===== config.mk =====
export PLATFORM = sky130hd
export DESIGN_NAME = camera_hub_mode_monitor_config
export DESIGN_NICKNAME = d
export VERILOG_FILES = /design/src/camera_hub_pkg.sv /design/src/camera_hub_mode_monitor_config.sv
export SDC_FILE = /design/constraint.sdc
export NUM_CORES = 1
export LEC_CHECK = 0
export ABC_AREA = 0
export BUFFER_PORTS_ARGS = -buffer_cell sky130_fd_sc_hd__buf_2
export CAP_MARGIN = 20
export CORE_ASPECT_RATIO = 1.1
export CORE_MARGIN = 8
export CORE_UTILIZATION = 30
export DETAILED_ROUTE_END_ITERATION = 12
export PLACE_DENSITY = 0.46
export SLEW_MARGIN = 20
export SYNTH_ARGS = -nofsm -noshare
export SYNTH_HDL_FRONTEND = slang
export SYNTH_SLANG_ARGS = --single-unit

===== constraint.sdc =====
create_clock -name ref_clk_i -period 21.3 [get_ports ref_clk_i]
set_clock_uncertainty 0.1 [all_clocks]
set_input_delay 2.13 -clock ref_clk_i [delete_from_list [all_inputs] [get_ports ref_clk_i]]
set_output_delay 2.13 -clock ref_clk_i [all_outputs]
set_load 0.02 [all_outputs]

===== src/camera_hub_pkg.sv =====
// Purpose: Constants and state type of the camera hub configuration bank
// Assumes: 8-bit register port, 250 MHz core clock
// Notes:   Port-scoped registers act on the port picked by port_select

package camera_hub_pkg;

	// ----------------------------------------
	// Register offsets
	// ----------------------------------------
	localparam logic [7:0] ADDR_FWD         = 8'h20;
	localparam logic [7:0] ADDR_PORT_SEL    = 8'h4c;
	localparam logic [7:0] ADDR_PORT_CFG    = 8'h6d;
	localparam logic [7:0] ADDR_VCDT_TEN    = 8'h70;
	localparam logic [7:0] ADDR_VCDT_TWELVE = 8'h71;
	localparam logic [7:0] ADDR_PAGE        = 8'hb0;
	localparam logic [7:0] ADDR_INDEX       = 8'hb1;
	localparam logic [7:0] ADDR_DATA        = 8'hb2;
	localparam logic [7:0] ADDR_EQ_STATUS   = 8'hd2;
	localparam logic [7:0] ADDR_EQ_CTRL     = 8'hd3;
	localparam logic [7:0] ADDR_EQ_MIN      = 8'hd4;
	localparam logic [7:0] ADDR_EQ_LEVEL    = 8'hd5;

	// ----------------------------------------
	// Indirect pages, indices and fields
	// ----------------------------------------
	localparam logic [7:0] PAGE_SHARED     = 8'h14;
	localparam logic [7:0] PAGE_PORT_FIRST = 8'h04;
	localparam logic [7:0] PAGE_PORT_LAST  = 8'h10;
	localparam logic [7:0] IDX_MON_EN      = 8'h00;
	localparam logic [7:0] IDX_MON_MUX     = 8'h01;
	localparam logic [7:0] IDX_LOOP_SEL    = 8'h0f;
	localparam logic [7:0] IDX_CML_EN      = 8'h10;
	localparam int         MON_EN_BIT      = 7;
	localparam int         CML_EN_BIT      = 1;
	localparam int         CFG_CABLE_BIT   = 2;
	localparam int         EQ_ADAPT_BIT    = 0;
	localparam int         EQ_LOCK_BIT     = 7;

	// ----------------------------------------
	// Reset values and limits
	// ----------------------------------------
	localparam logic [7:0] RST_FWD          = 8'h0f;
	localparam logic [7:0] RST_VCDT_TEN     = 8'h2b;
	localparam logic [7:0] RST_VCDT_TWELVE  = 8'h2c;
	localparam logic [7:0] RST_EQ_CTRL      = 8'h01;
	localparam logic [7:0] EQ_LEVEL_MAX     = 8'h3f;
	localparam logic [1:0] STRAP_WAIT       = 2'h2;

	// ----------------------------------------
	// Timing
	// ----------------------------------------
	localparam int         CLK_PERIOD_NS    = 4;
	localparam int         ADAPT_STEP_NS    = 1000;
	localparam int         ADAPT_CYCLES     = ADAPT_STEP_NS / CLK_PERIOD_NS;
	localparam logic [7:0] TICK_LAST        = 8'(ADAPT_CYCLES - 1);

	typedef enum logic [1:0] {
		MODE_RESERVED,
		MODE_TWELVE_LF,
		MODE_TWELVE_HF,
		MODE_TEN
	} link_input_mode_t;

	typedef struct packed {
		logic [2:0]      strap_s1;
		logic [2:0]      strap_s2;
		logic [1:0]      strap_wait;
		logic            strap_done;
		logic [3:0]      lock_s1;
		logic [3:0]      lock_s2;
		logic [3:0]      lock_d;
		logic [7:0]      tick_cnt;
		logic            tick;
		logic [1:0]      port_sel;
		logic [7:0]      fwd;
		logic [3:0][7:0] cfg;
		logic [3:0][7:0] vcdt10;
		logic [3:0][7:0] vcdt12;
		logic [3:0][7:0] vcdt_out;
		logic [3:0][7:0] eq_ctl;
		logic [3:0][7:0] eq_min;
		logic [3:0][7:0] eq_lvl;
		logic [3:0]      restart;
		logic [7:0]      page;
		logic [7:0]      idx;
		logic            mon_en;
		logic [3:0]      mon_mux;
		logic [3:0]      loop_sel;
		logic [3:0]      cml_en;
		logic [3:0]      mon_out;
		logic [7:0]      rdata;
	} hub_state_t;

endpackage


===== src/camera_hub_mode_monitor_config.sv =====
// Purpose: Per-port mode, forwarding, equalizer and monitor routing bank
// Assumes: Host register port already decoded from the serial control bus
// Notes:   All timers run from ref_clk_i; power-down pin drives sys_rst_i

`timescale 1ns/100ps

module camera_hub_mode_monitor_config
	import camera_hub_pkg::*;
(
	input  wire logic            ref_clk_i,
	input  wire logic            sys_rst_i,
	input  wire logic [2:0]      mode_strap_i,
	input  wire logic [3:0]      rx_lock_i,
	input  wire logic            reg_wr_i,
	input  wire logic            reg_rd_i,
	input  wire logic [7:0]      reg_addr_i,
	input  wire logic [7:0]      reg_wdata_i,
	output logic      [7:0]      reg_rdata_o,
	output logic                 strap_done_o,
	output logic      [3:0][1:0] link_input_mode_o,
	output logic      [3:0]      cable_type_select_o,
	output logic      [3:0][7:0] raw_vc_dt_o,
	output logic      [3:0]      fwd_enable_o,
	output logic      [3:0]      fwd_target_o,
	output logic      [3:0][7:0] eq_level_o,
	output logic      [3:0]      adaptive_equalizer_restart_o,
	output logic                 monitor_output_enable_o,
	output logic      [3:0]      monitor_port_o
);
	import camera_hub_pkg::*;

	hub_state_t q;
	hub_state_t d;
	logic       pg_hit;
	logic [1:0] pg_port;
	logic [7:0] ind_rdata;

	// ----------------------------------------
	// Indirect page decode
	// ----------------------------------------
	assign pg_hit  = (q.page[1:0] == 2'h0) && (q.page >= PAGE_PORT_FIRST)
		&& (q.page <= PAGE_PORT_LAST);
	assign pg_port = 2'(q.page[4:2] - 3'h1);

	always_comb
	begin
		ind_rdata = 8'h00;
		if (q.page == PAGE_SHARED && q.idx == IDX_MON_EN)
			ind_rdata[MON_EN_BIT] = q.mon_en;
		else if (q.page == PAGE_SHARED && q.idx == IDX_MON_MUX)
			ind_rdata = {4'h0, q.mon_mux};
		else if (pg_hit && q.idx == IDX_LOOP_SEL)
			ind_rdata[0] = q.loop_sel[pg_port];
		else if (pg_hit && q.idx == IDX_CML_EN)
			ind_rdata[CML_EN_BIT] = q.cml_en[pg_port];
	end

	// ----------------------------------------
	// Next state
	// ----------------------------------------
	always_comb
	begin
		d = q;
		d.strap_s1 = mode_strap_i;
		d.strap_s2 = q.strap_s1;
		d.lock_s1  = rx_lock_i;
		d.lock_s2  = q.lock_s1;
		d.lock_d   = q.lock_s2;
		d.restart  = 4'h0;
		d.rdata    = 8'h00;

		// Adaptation step timer, counted in core clocks
		d.tick = 1'b0;
		if (q.tick_cnt == TICK_LAST)
		begin
			d.tick_cnt = 8'h00;
			d.tick     = 1'b1;
		end
		else
			d.tick_cnt = q.tick_cnt + 8'h01;

		// Strap sampled once, after it has crossed the synchroniser
		if (!q.strap_done)
		begin
			d.strap_wait = q.strap_wait + 2'h1;
			if (q.strap_wait == STRAP_WAIT)
			begin
				d.strap_done = 1'b1;
				for (int p = 0; p < 4; p++)
					d.cfg[p][2:0] = q.strap_s2;
			end
		end

		// Equalizer restart on lock loss, hunt while unlocked
		for (int p = 0; p < 4; p++)
		begin
			if (q.lock_d[p] && !q.lock_s2[p])
			begin
				d.restart[p] = 1'b1;
				d.eq_lvl[p]  = q.eq_min[p];
			end
			else if (!q.lock_s2[p] && q.eq_ctl[p][EQ_ADAPT_BIT] && q.tick)
			begin
				if (q.eq_lvl[p] >= EQ_LEVEL_MAX)
					d.eq_lvl[p] = q.eq_min[p];
				else
					d.eq_lvl[p] = q.eq_lvl[p] + 8'h01;
			end
		end

		// Host writes; port-scoped ones touch only the selected port
		if (reg_wr_i)
		begin
			if (reg_addr_i == ADDR_PORT_SEL)
				d.port_sel = reg_wdata_i[1:0];
			else if (reg_addr_i == ADDR_FWD)
				d.fwd = reg_wdata_i;
			else if (reg_addr_i == ADDR_PORT_CFG)
			begin
				// Dropped until the strap has landed, so it cannot clobber a write
				if (q.strap_done)
					d.cfg[q.port_sel] = reg_wdata_i;
			end
			else if (reg_addr_i == ADDR_VCDT_TEN)
				d.vcdt10[q.port_sel] = reg_wdata_i;
			else if (reg_addr_i == ADDR_VCDT_TWELVE)
				d.vcdt12[q.port_sel] = reg_wdata_i;
			else if (reg_addr_i == ADDR_EQ_CTRL)
				d.eq_ctl[q.port_sel] = reg_wdata_i;
			else if (reg_addr_i == ADDR_EQ_MIN)
				d.eq_min[q.port_sel] = reg_wdata_i;
			else if (reg_addr_i == ADDR_PAGE)
				d.page = reg_wdata_i;
			else if (reg_addr_i == ADDR_INDEX)
				d.idx = reg_wdata_i;
			else if (reg_addr_i == ADDR_DATA)
			begin
				if (q.page == PAGE_SHARED && q.idx == IDX_MON_EN)
					d.mon_en = reg_wdata_i[MON_EN_BIT];
				else if (q.page == PAGE_SHARED && q.idx == IDX_MON_MUX)
					d.mon_mux = reg_wdata_i[3:0];
				else if (pg_hit && q.idx == IDX_LOOP_SEL)
					d.loop_sel[pg_port] = reg_wdata_i[0];
				else if (pg_hit && q.idx == IDX_CML_EN)
					d.cml_en[pg_port] = reg_wdata_i[CML_EN_BIT];
			end
		end

		// Host reads; unmapped offsets return zero
		if (reg_rd_i)
		begin
			if (reg_addr_i == ADDR_PORT_SEL)
				d.rdata = {6'h00, q.port_sel};
			else if (reg_addr_i == ADDR_FWD)
				d.rdata = q.fwd;
			else if (reg_addr_i == ADDR_PORT_CFG)
				d.rdata = q.cfg[q.port_sel];
			else if (reg_addr_i == ADDR_VCDT_TEN)
				d.rdata = q.vcdt10[q.port_sel];
			else if (reg_addr_i == ADDR_VCDT_TWELVE)
				d.rdata = q.vcdt12[q.port_sel];
			else if (reg_addr_i == ADDR_EQ_STATUS)
				d.rdata = {q.lock_s2[q.port_sel], 7'h00};
			else if (reg_addr_i == ADDR_EQ_CTRL)
				d.rdata = q.eq_ctl[q.port_sel];
			else if (reg_addr_i == ADDR_EQ_MIN)
				d.rdata = q.eq_min[q.port_sel];
			else if (reg_addr_i == ADDR_EQ_LEVEL)
				d.rdata = q.eq_lvl[q.port_sel];
			else if (reg_addr_i == ADDR_PAGE)
				d.rdata = q.page;
			else if (reg_addr_i == ADDR_INDEX)
				d.rdata = q.idx;
			else if (reg_addr_i == ADDR_DATA)
				d.rdata = ind_rdata;
		end

		// Header byte follows the port's current mode
		for (int p = 0; p < 4; p++)
		begin
			if (d.cfg[p][1:0] == MODE_TEN)
				d.vcdt_out[p] = d.vcdt10[p];
			else
				d.vcdt_out[p] = d.vcdt12[p];
		end

		// A port reaches the monitor pins only when all four steps are done: enable, mux, loop select, CML enable
		d.mon_out = d.mon_en ? (d.mon_mux & d.loop_sel & d.cml_en) : 4'h0;
	end

	// ----------------------------------------
	// State register
	// ----------------------------------------
	always_ff @(posedge ref_clk_i or posedge sys_rst_i)
	begin
		if (sys_rst_i)
		begin
			q          <= '0;
			q.fwd      <= RST_FWD;
			q.vcdt10   <= {4{RST_VCDT_TEN}};
			q.vcdt12   <= {4{RST_VCDT_TWELVE}};
			q.vcdt_out <= {4{RST_VCDT_TWELVE}};
			q.eq_ctl   <= {4{RST_EQ_CTRL}};
		end
		else
			q <= d;
	end

	// ----------------------------------------
	// Outputs
	// ----------------------------------------
	assign reg_rdata_o                  = q.rdata;
	assign strap_done_o                 = q.strap_done;
	assign raw_vc_dt_o                  = q.vcdt_out;
	assign fwd_enable_o                 = q.fwd[3:0];
	assign fwd_target_o                 = q.fwd[7:4];
	assign eq_level_o                   = q.eq_lvl;
	assign adaptive_equalizer_restart_o = q.restart;
	assign monitor_output_enable_o      = q.mon_en;
	assign monitor_port_o               = q.mon_out;

	always_comb
	begin
		for (int p = 0; p < 4; p++)
		begin
			link_input_mode_o[p]   = q.cfg[p][1:0];
			cable_type_select_o[p] = q.cfg[p][CFG_CABLE_BIT];
		end
	end

	// ----------------------------------------
	// Checks
	// ----------------------------------------
	property p_strap_load;
		@(posedge ref_clk_i) disable iff (sys_rst_i)
		$rose(q.strap_done) |-> q.cfg[3][2:0] == $past(q.strap_s2);
	endproperty
	a_strap_load: assert property (p_strap_load) else $error("strap not loaded");

	property p_cfg_write;
		@(posedge ref_clk_i) disable iff (sys_rst_i)
		reg_wr_i && reg_addr_i == ADDR_PORT_CFG && q.port_sel == 2'h0 && q.strap_done
		|=> link_input_mode_o[0] == $past(reg_wdata_i[1:0]);
	endproperty
	a_cfg_write: assert property (p_cfg_write) else $error("mode write lost");

	property p_port_isolation;
		@(posedge ref_clk_i) disable iff (sys_rst_i)
		reg_wr_i && reg_addr_i == ADDR_PORT_CFG && q.port_sel == 2'h0 && q.strap_done
		|=> $stable(q.cfg[1]) && $stable(q.cfg[2]) && $stable(q.cfg[3]);
	endproperty
	a_port_isolation: assert property (p_port_isolation) else $error("other port hit");

	property p_lock_restart;
		@(posedge ref_clk_i) disable iff (sys_rst_i)
		$fell(q.lock_s2[2]) |=> adaptive_equalizer_restart_o[2]
			##1 !adaptive_equalizer_restart_o[2];
	endproperty
	a_lock_restart: assert property (p_lock_restart) else $error("no eq restart");

	property p_eq_hold;
		@(posedge ref_clk_i) disable iff (sys_rst_i)
		q.lock_s2[0] && q.lock_d[0] |=> $stable(eq_level_o[0]);
	endproperty
	a_eq_hold: assert property (p_eq_hold) else $error("eq moved while locked");

	property p_tick_gap;
		@(posedge ref_clk_i) disable iff (sys_rst_i)
		q.tick |=> (!q.tick) [*8];
	endproperty
	a_tick_gap: assert property (p_tick_gap) else $error("timer too fast");

	property p_fwd;
		@(posedge ref_clk_i) disable iff (sys_rst_i)
		reg_wr_i && reg_addr_i == ADDR_FWD
		|=> fwd_target_o == $past(reg_wdata_i[7:4]) && fwd_enable_o == $past(reg_wdata_i[3:0]);
	endproperty
	a_fwd: assert property (p_fwd) else $error("forwarding not taken");

	property p_mon_enable;
		@(posedge ref_clk_i) disable iff (sys_rst_i)
		reg_wr_i && reg_addr_i == ADDR_DATA && q.page == PAGE_SHARED && q.idx == IDX_MON_EN
		|=> monitor_output_enable_o == $past(reg_wdata_i[MON_EN_BIT]);
	endproperty
	a_mon_enable: assert property (p_mon_enable) else $error("indirect write lost");

	property p_vcdt;
		@(posedge ref_clk_i) disable iff (sys_rst_i)
		q.cfg[0][1:0] == MODE_TEN && $stable(q.cfg[0]) && $stable(q.vcdt10[0])
		|-> raw_vc_dt_o[0] == q.vcdt10[0];
	endproperty
	a_vcdt: assert property (p_vcdt) else $error("header byte wrong");

endmodule


Word-level counts from Yosys, hierarchy flattened
Cells that the tools add are included.
Widths: inputs -> output; s select.

word-level totals
  output and inout bits = 102
  input port bits = 27
  logic and storage cells = 247
  flip-flop bits (word level) = 309

operators by class
  multiplexer cells = 109
  reduce and logical (&&, ||, !) cells = 37
  add/subtract/negate cells = 7
  magnitude comparators = 10
  bitwise logic cells = 10
  equal/unequal tests = 22

operators by type and width
  operator             number
  $mux 8               38
  $mux 91              3
  $bwmux 32            5
  $mux 13              11
  $bmux 8 s2           6
  $mux 32              3
  $eq 8x8->1 const B   8
  $mux 64              1
  $mux 27              2
  $add 8x1->8 const B  5
  $eq 8x7->1 const B   4
  $ge 8x6->1 const B   4
  $mux 3               8
  $mux 4               6
  $logic_and 1x1->1    20
  $demux 8 s2          1
  $eq 8x5->1 const B   2
  $mux 1               16
  $mux 12              1
  $eq 2x2->1 const B   5
  $reduce_and 10->1    1
  $reduce_and 9->1     1
  $and 4x4->4          2
  $bwmux 4             2
  22 further kinds     40

Longest topological paths before layout
  depth after elaboration = 24
  gate-level depth with buffers = 10
  mapped depth without buffers = 8

Worst setup path before layout
No wires, ideal clock.

  path kind = input -> register
  start point = input port reg_addr_i[6]
  end point = register q[100] (netlist name)
  data required time = 21.073 ns
  stages on the path = 10
  buffers on the path = 4
  setup slack = 16.883 ns
  library setup time = 0.127 ns
  arrival = 4.189 ns
  path through = clkbuf_2 -> or4b_4 -> buf_6 -> or4_1 -> buf_2 -> nand2_4 -> buf_6 -> nor2_2 -> nand2_8 -> mux2_1

between the ends
  longest elaborated chain between the ends = 3
  elaborated cells between the ends (all ways) = 14
  those cells by class = eq/ne: 7; bitwise: 6; reduce/logical: 1

RTL lines
  item                                RTL line                               text
  start, declared                     camera_hub_mode_monitor_config.sv:16   input wire logic [7:0] reg_addr_i,
  $eq 8x8->1 (tied with other cells)  camera_hub_mode_monitor_config.sv:128  else if (reg_addr_i == ADDR_EQ_CTRL)
  $not 1->1 (no line)                 --
  $reduce_and 8->1 (no line) *        --
  end, declared                       camera_hub_mode_monitor_config.sv:32   hub_state_t q;

Mark *: on every way between the ends. The rest lies on a longest branch, timed or not.
A chain may end at the register's enable or synchronous reset.

==> metrics <==
die height approximately 260 um; dpl cells about 2.0k; crit path DAT 5.32 ns; crit-path max cell delay around 0.7 ns; Final Hold Slack roughly 0.24 ns; share of cells above drive strength 1 0.3658; core area between 50000 and 60000 um2; Synth Net Count approximately 1.4k; P per Cell Area between 80 and 90 nW/um2; drt drc 0; worst-path maximum fanout 37; slowest stage cell on the critical path mux2i_1; Met3 Wirelength between 2000 and 3000 um; post-synthesis sequential area ratio 0.4904; antenna-violating nets left 0; Max Cap Viol 0; Post-synth EDFFs 0; post-cts resize count 0; via count 10.87k; Worst-path clk slew around 0.06 ns; Clock Sinks 309; CTS tree yes; Initial Util 0.3032; Post-Synthesis Cells roughly 1.4k; most instantiated cells after synthesis dfrtp_1 (261), mux2_2 (164), buf_4 (103); # hold bufs at CTS 0; max-slew violations 0; Synth Area per Inst ~12 um2; initial antenna violation count 2; setup bufs post-CTS 0; CP Cell Sequence buf_2 -> and4b_1 -> nand4_1 -> mux2i_1 -> or2_1 -> o22ai_1 -> a21oi_1; DR iter-0 viols slightly above 900; Final Hold Violating Endpoints 0; top cell type's share of synthesized area 0.4111; setup tns final 0 ns; clock buffer depth 3; Least-Margin Pin Slew about 1 ns; drt wl/cell between 20 and 25 um; # IOs between 100 and 150; slew margin rel. 0.3453; WP data required about 22 ns; first-pass GRT wire length 75380 um; Syn. warnings 0; Rows between 80 and 90; CTS root buffer clkbuf_16; crit share post-route 0.2334; global placer's final weighted congestion a little over 0.9; met1 WL 22310 um; cell taking the most area after synthesis dfrtp_1; mapped cell area roughly 16000 um2; FMAX roughly 200 MHz; vias per cell 5.298; ys async rst share 1.000; synth top area cells dfrtp_1 (41%), mux2_2 (12%), dfstp_2 (7.9%), mux4_2 (7.2%), buf_4 (4.9%); Crit Path Category in -> reg; Leak Pwr 7.909 nW; Die W approximately 240 um; Hold WC Path Type reg -> reg; GRT Util Overall 0.1611; Setup crit end kind flop; largest net degree at the start of global routing between 100 and 150; RSZ-0062 raised after global routing no; Non-Filler Instances ~2.1k; worst vdd ir around 0.042 mV; DRT Pass-1 Iters 7; met2 wire length ~23000 um; vias in the first global route approximately 11k; Finish-stage setup viols 0; H-tree Lvls 2; grt total ovfl 0; Detailed Place HPWL 35050 um; Layout Nets between 1k and 1.5k; Top Layer Used met5; Yosys reg bits 309; top-count cell post-synth dfrtp_1; CP startpoint kind primary input; outcome finished, final reports clean; crit path time final between 4 and 5 ns; die footprint about 61000 um2; CTS buffer count 37; # port buffers around 130; Netlist cell types between 70 and 80; top_reg_cell synth dfrtp_1; Worst-Skew Late Latency ~0.55 ns; Synth-to-Final Area Change 10.46%; final wirelength around 50000 um
==> worst max-delay path, delay by kind of cell <==
kind | cells | cell delay, ns
multiplexers | 1 | 0.71
AND/OR/NAND/NOR | 3 | 1.55
AO/OA/AOI/OAI | 2 | 0.34
buffers and inverters | 1 | 0.57
==> state kept, by name, summed over array words and instances, names as in the netlist <==
name,count
q,196
eq_level_o,32
raw_vc_dt_o,32
d,11
link_input_mode_o,8
reg_rdata_o,8
adaptive_equalizer_restart_o,4
cable_type_select_o,4
fwd_enable_o,4
fwd_target_o,4
monitor_port_o,4
monitor_output_enable_o,1
strap_done_o,1
==> metal layers <==
layer  vias to the layer above  track usage
met2                       306       0.2548
met4                         2      0.04820
met3                        80      0.03645
met5                         -            0
met1                      5604       0.2184
li1                       4874            -
==> path summary, 6_finish.rpt <==
check,startpoint,end,slack (ns),cells past startpoint
max in group asynchronous,sys_rst_i,q[277],17.38,4
setup reg to reg,q[278],raw_vc_dt_o[26],17.52,7
min in group asynchronous,sys_rst_i,raw_vc_dt_o[20],1.66,2
setup / recovery,reg_addr_i[0],raw_vc_dt_o[10],16.33,7
hold reg to reg,d[295],d[291],0.24,0
hold / removal,d[295],d[291],0.24,0
==> placed cells by master (no fill, tap or decap), drive strengths merged, types with 48 or more instances in the layout <==
cell type  instances
clkbuf            56
nor3              49
o21ai             55
a21oi             97
nor2              51
mux2             188
buf              143
mux4              51
dfstp             48
dfrtp            261
nand2             91
==> per-stage QoR <==
stage | util | setup slack, ns | power (mW) | cell area [um2]
after global placement | 0.3123 | 15.85 | 0.8105 | 16370
after detailed placement | 0.3123 | 15.89 | 0.8117 | 16370
after CTS | 0.3347 | 16.44 | 1.438 | 17540
after global routing | 0.3348 | 16.23 | 1.478 | 17550
final | 0.3349 | 16.33 | 1.418 | 17550
after floorplan | - | 10.61 | 0.7685 | 15890
==> kinds of logic after synthesis <==
group | after synthesis | share of synthesized area
xor gates and xnor gates | 5 | 0.002757
muxes | 252 | 0.2137
AOI/OAI and AO/OA | 237 | 0.08702
DFF | 309 | 0.4904
adders and majority gates | 12 | 0.009449
buffers and inverters | 196 | 0.07394
and+or+nand+nor | 341 | 0.1227
==> area by class of cell <==
class	instances	area [um2]
timing repair buffer	143	753.2
multi-input combinational	847	6933
fill	5273	34860
tap	675	844.6
antenna	1	2.502
clock buffer	56	1097
clock inverter	9	73.82
inverter	11	48.80
sequential	309	7797
==> report_power, final <==
group          internal [mW]  total, mW  switching (mW)  leakage [nW]
registers              0.614      0.648          0.0342          3.99
logic                 0.0519      0.151          0.0991          3.34
clock network          0.367      0.619           0.252         0.584
(Power assumes the default switching activity.)
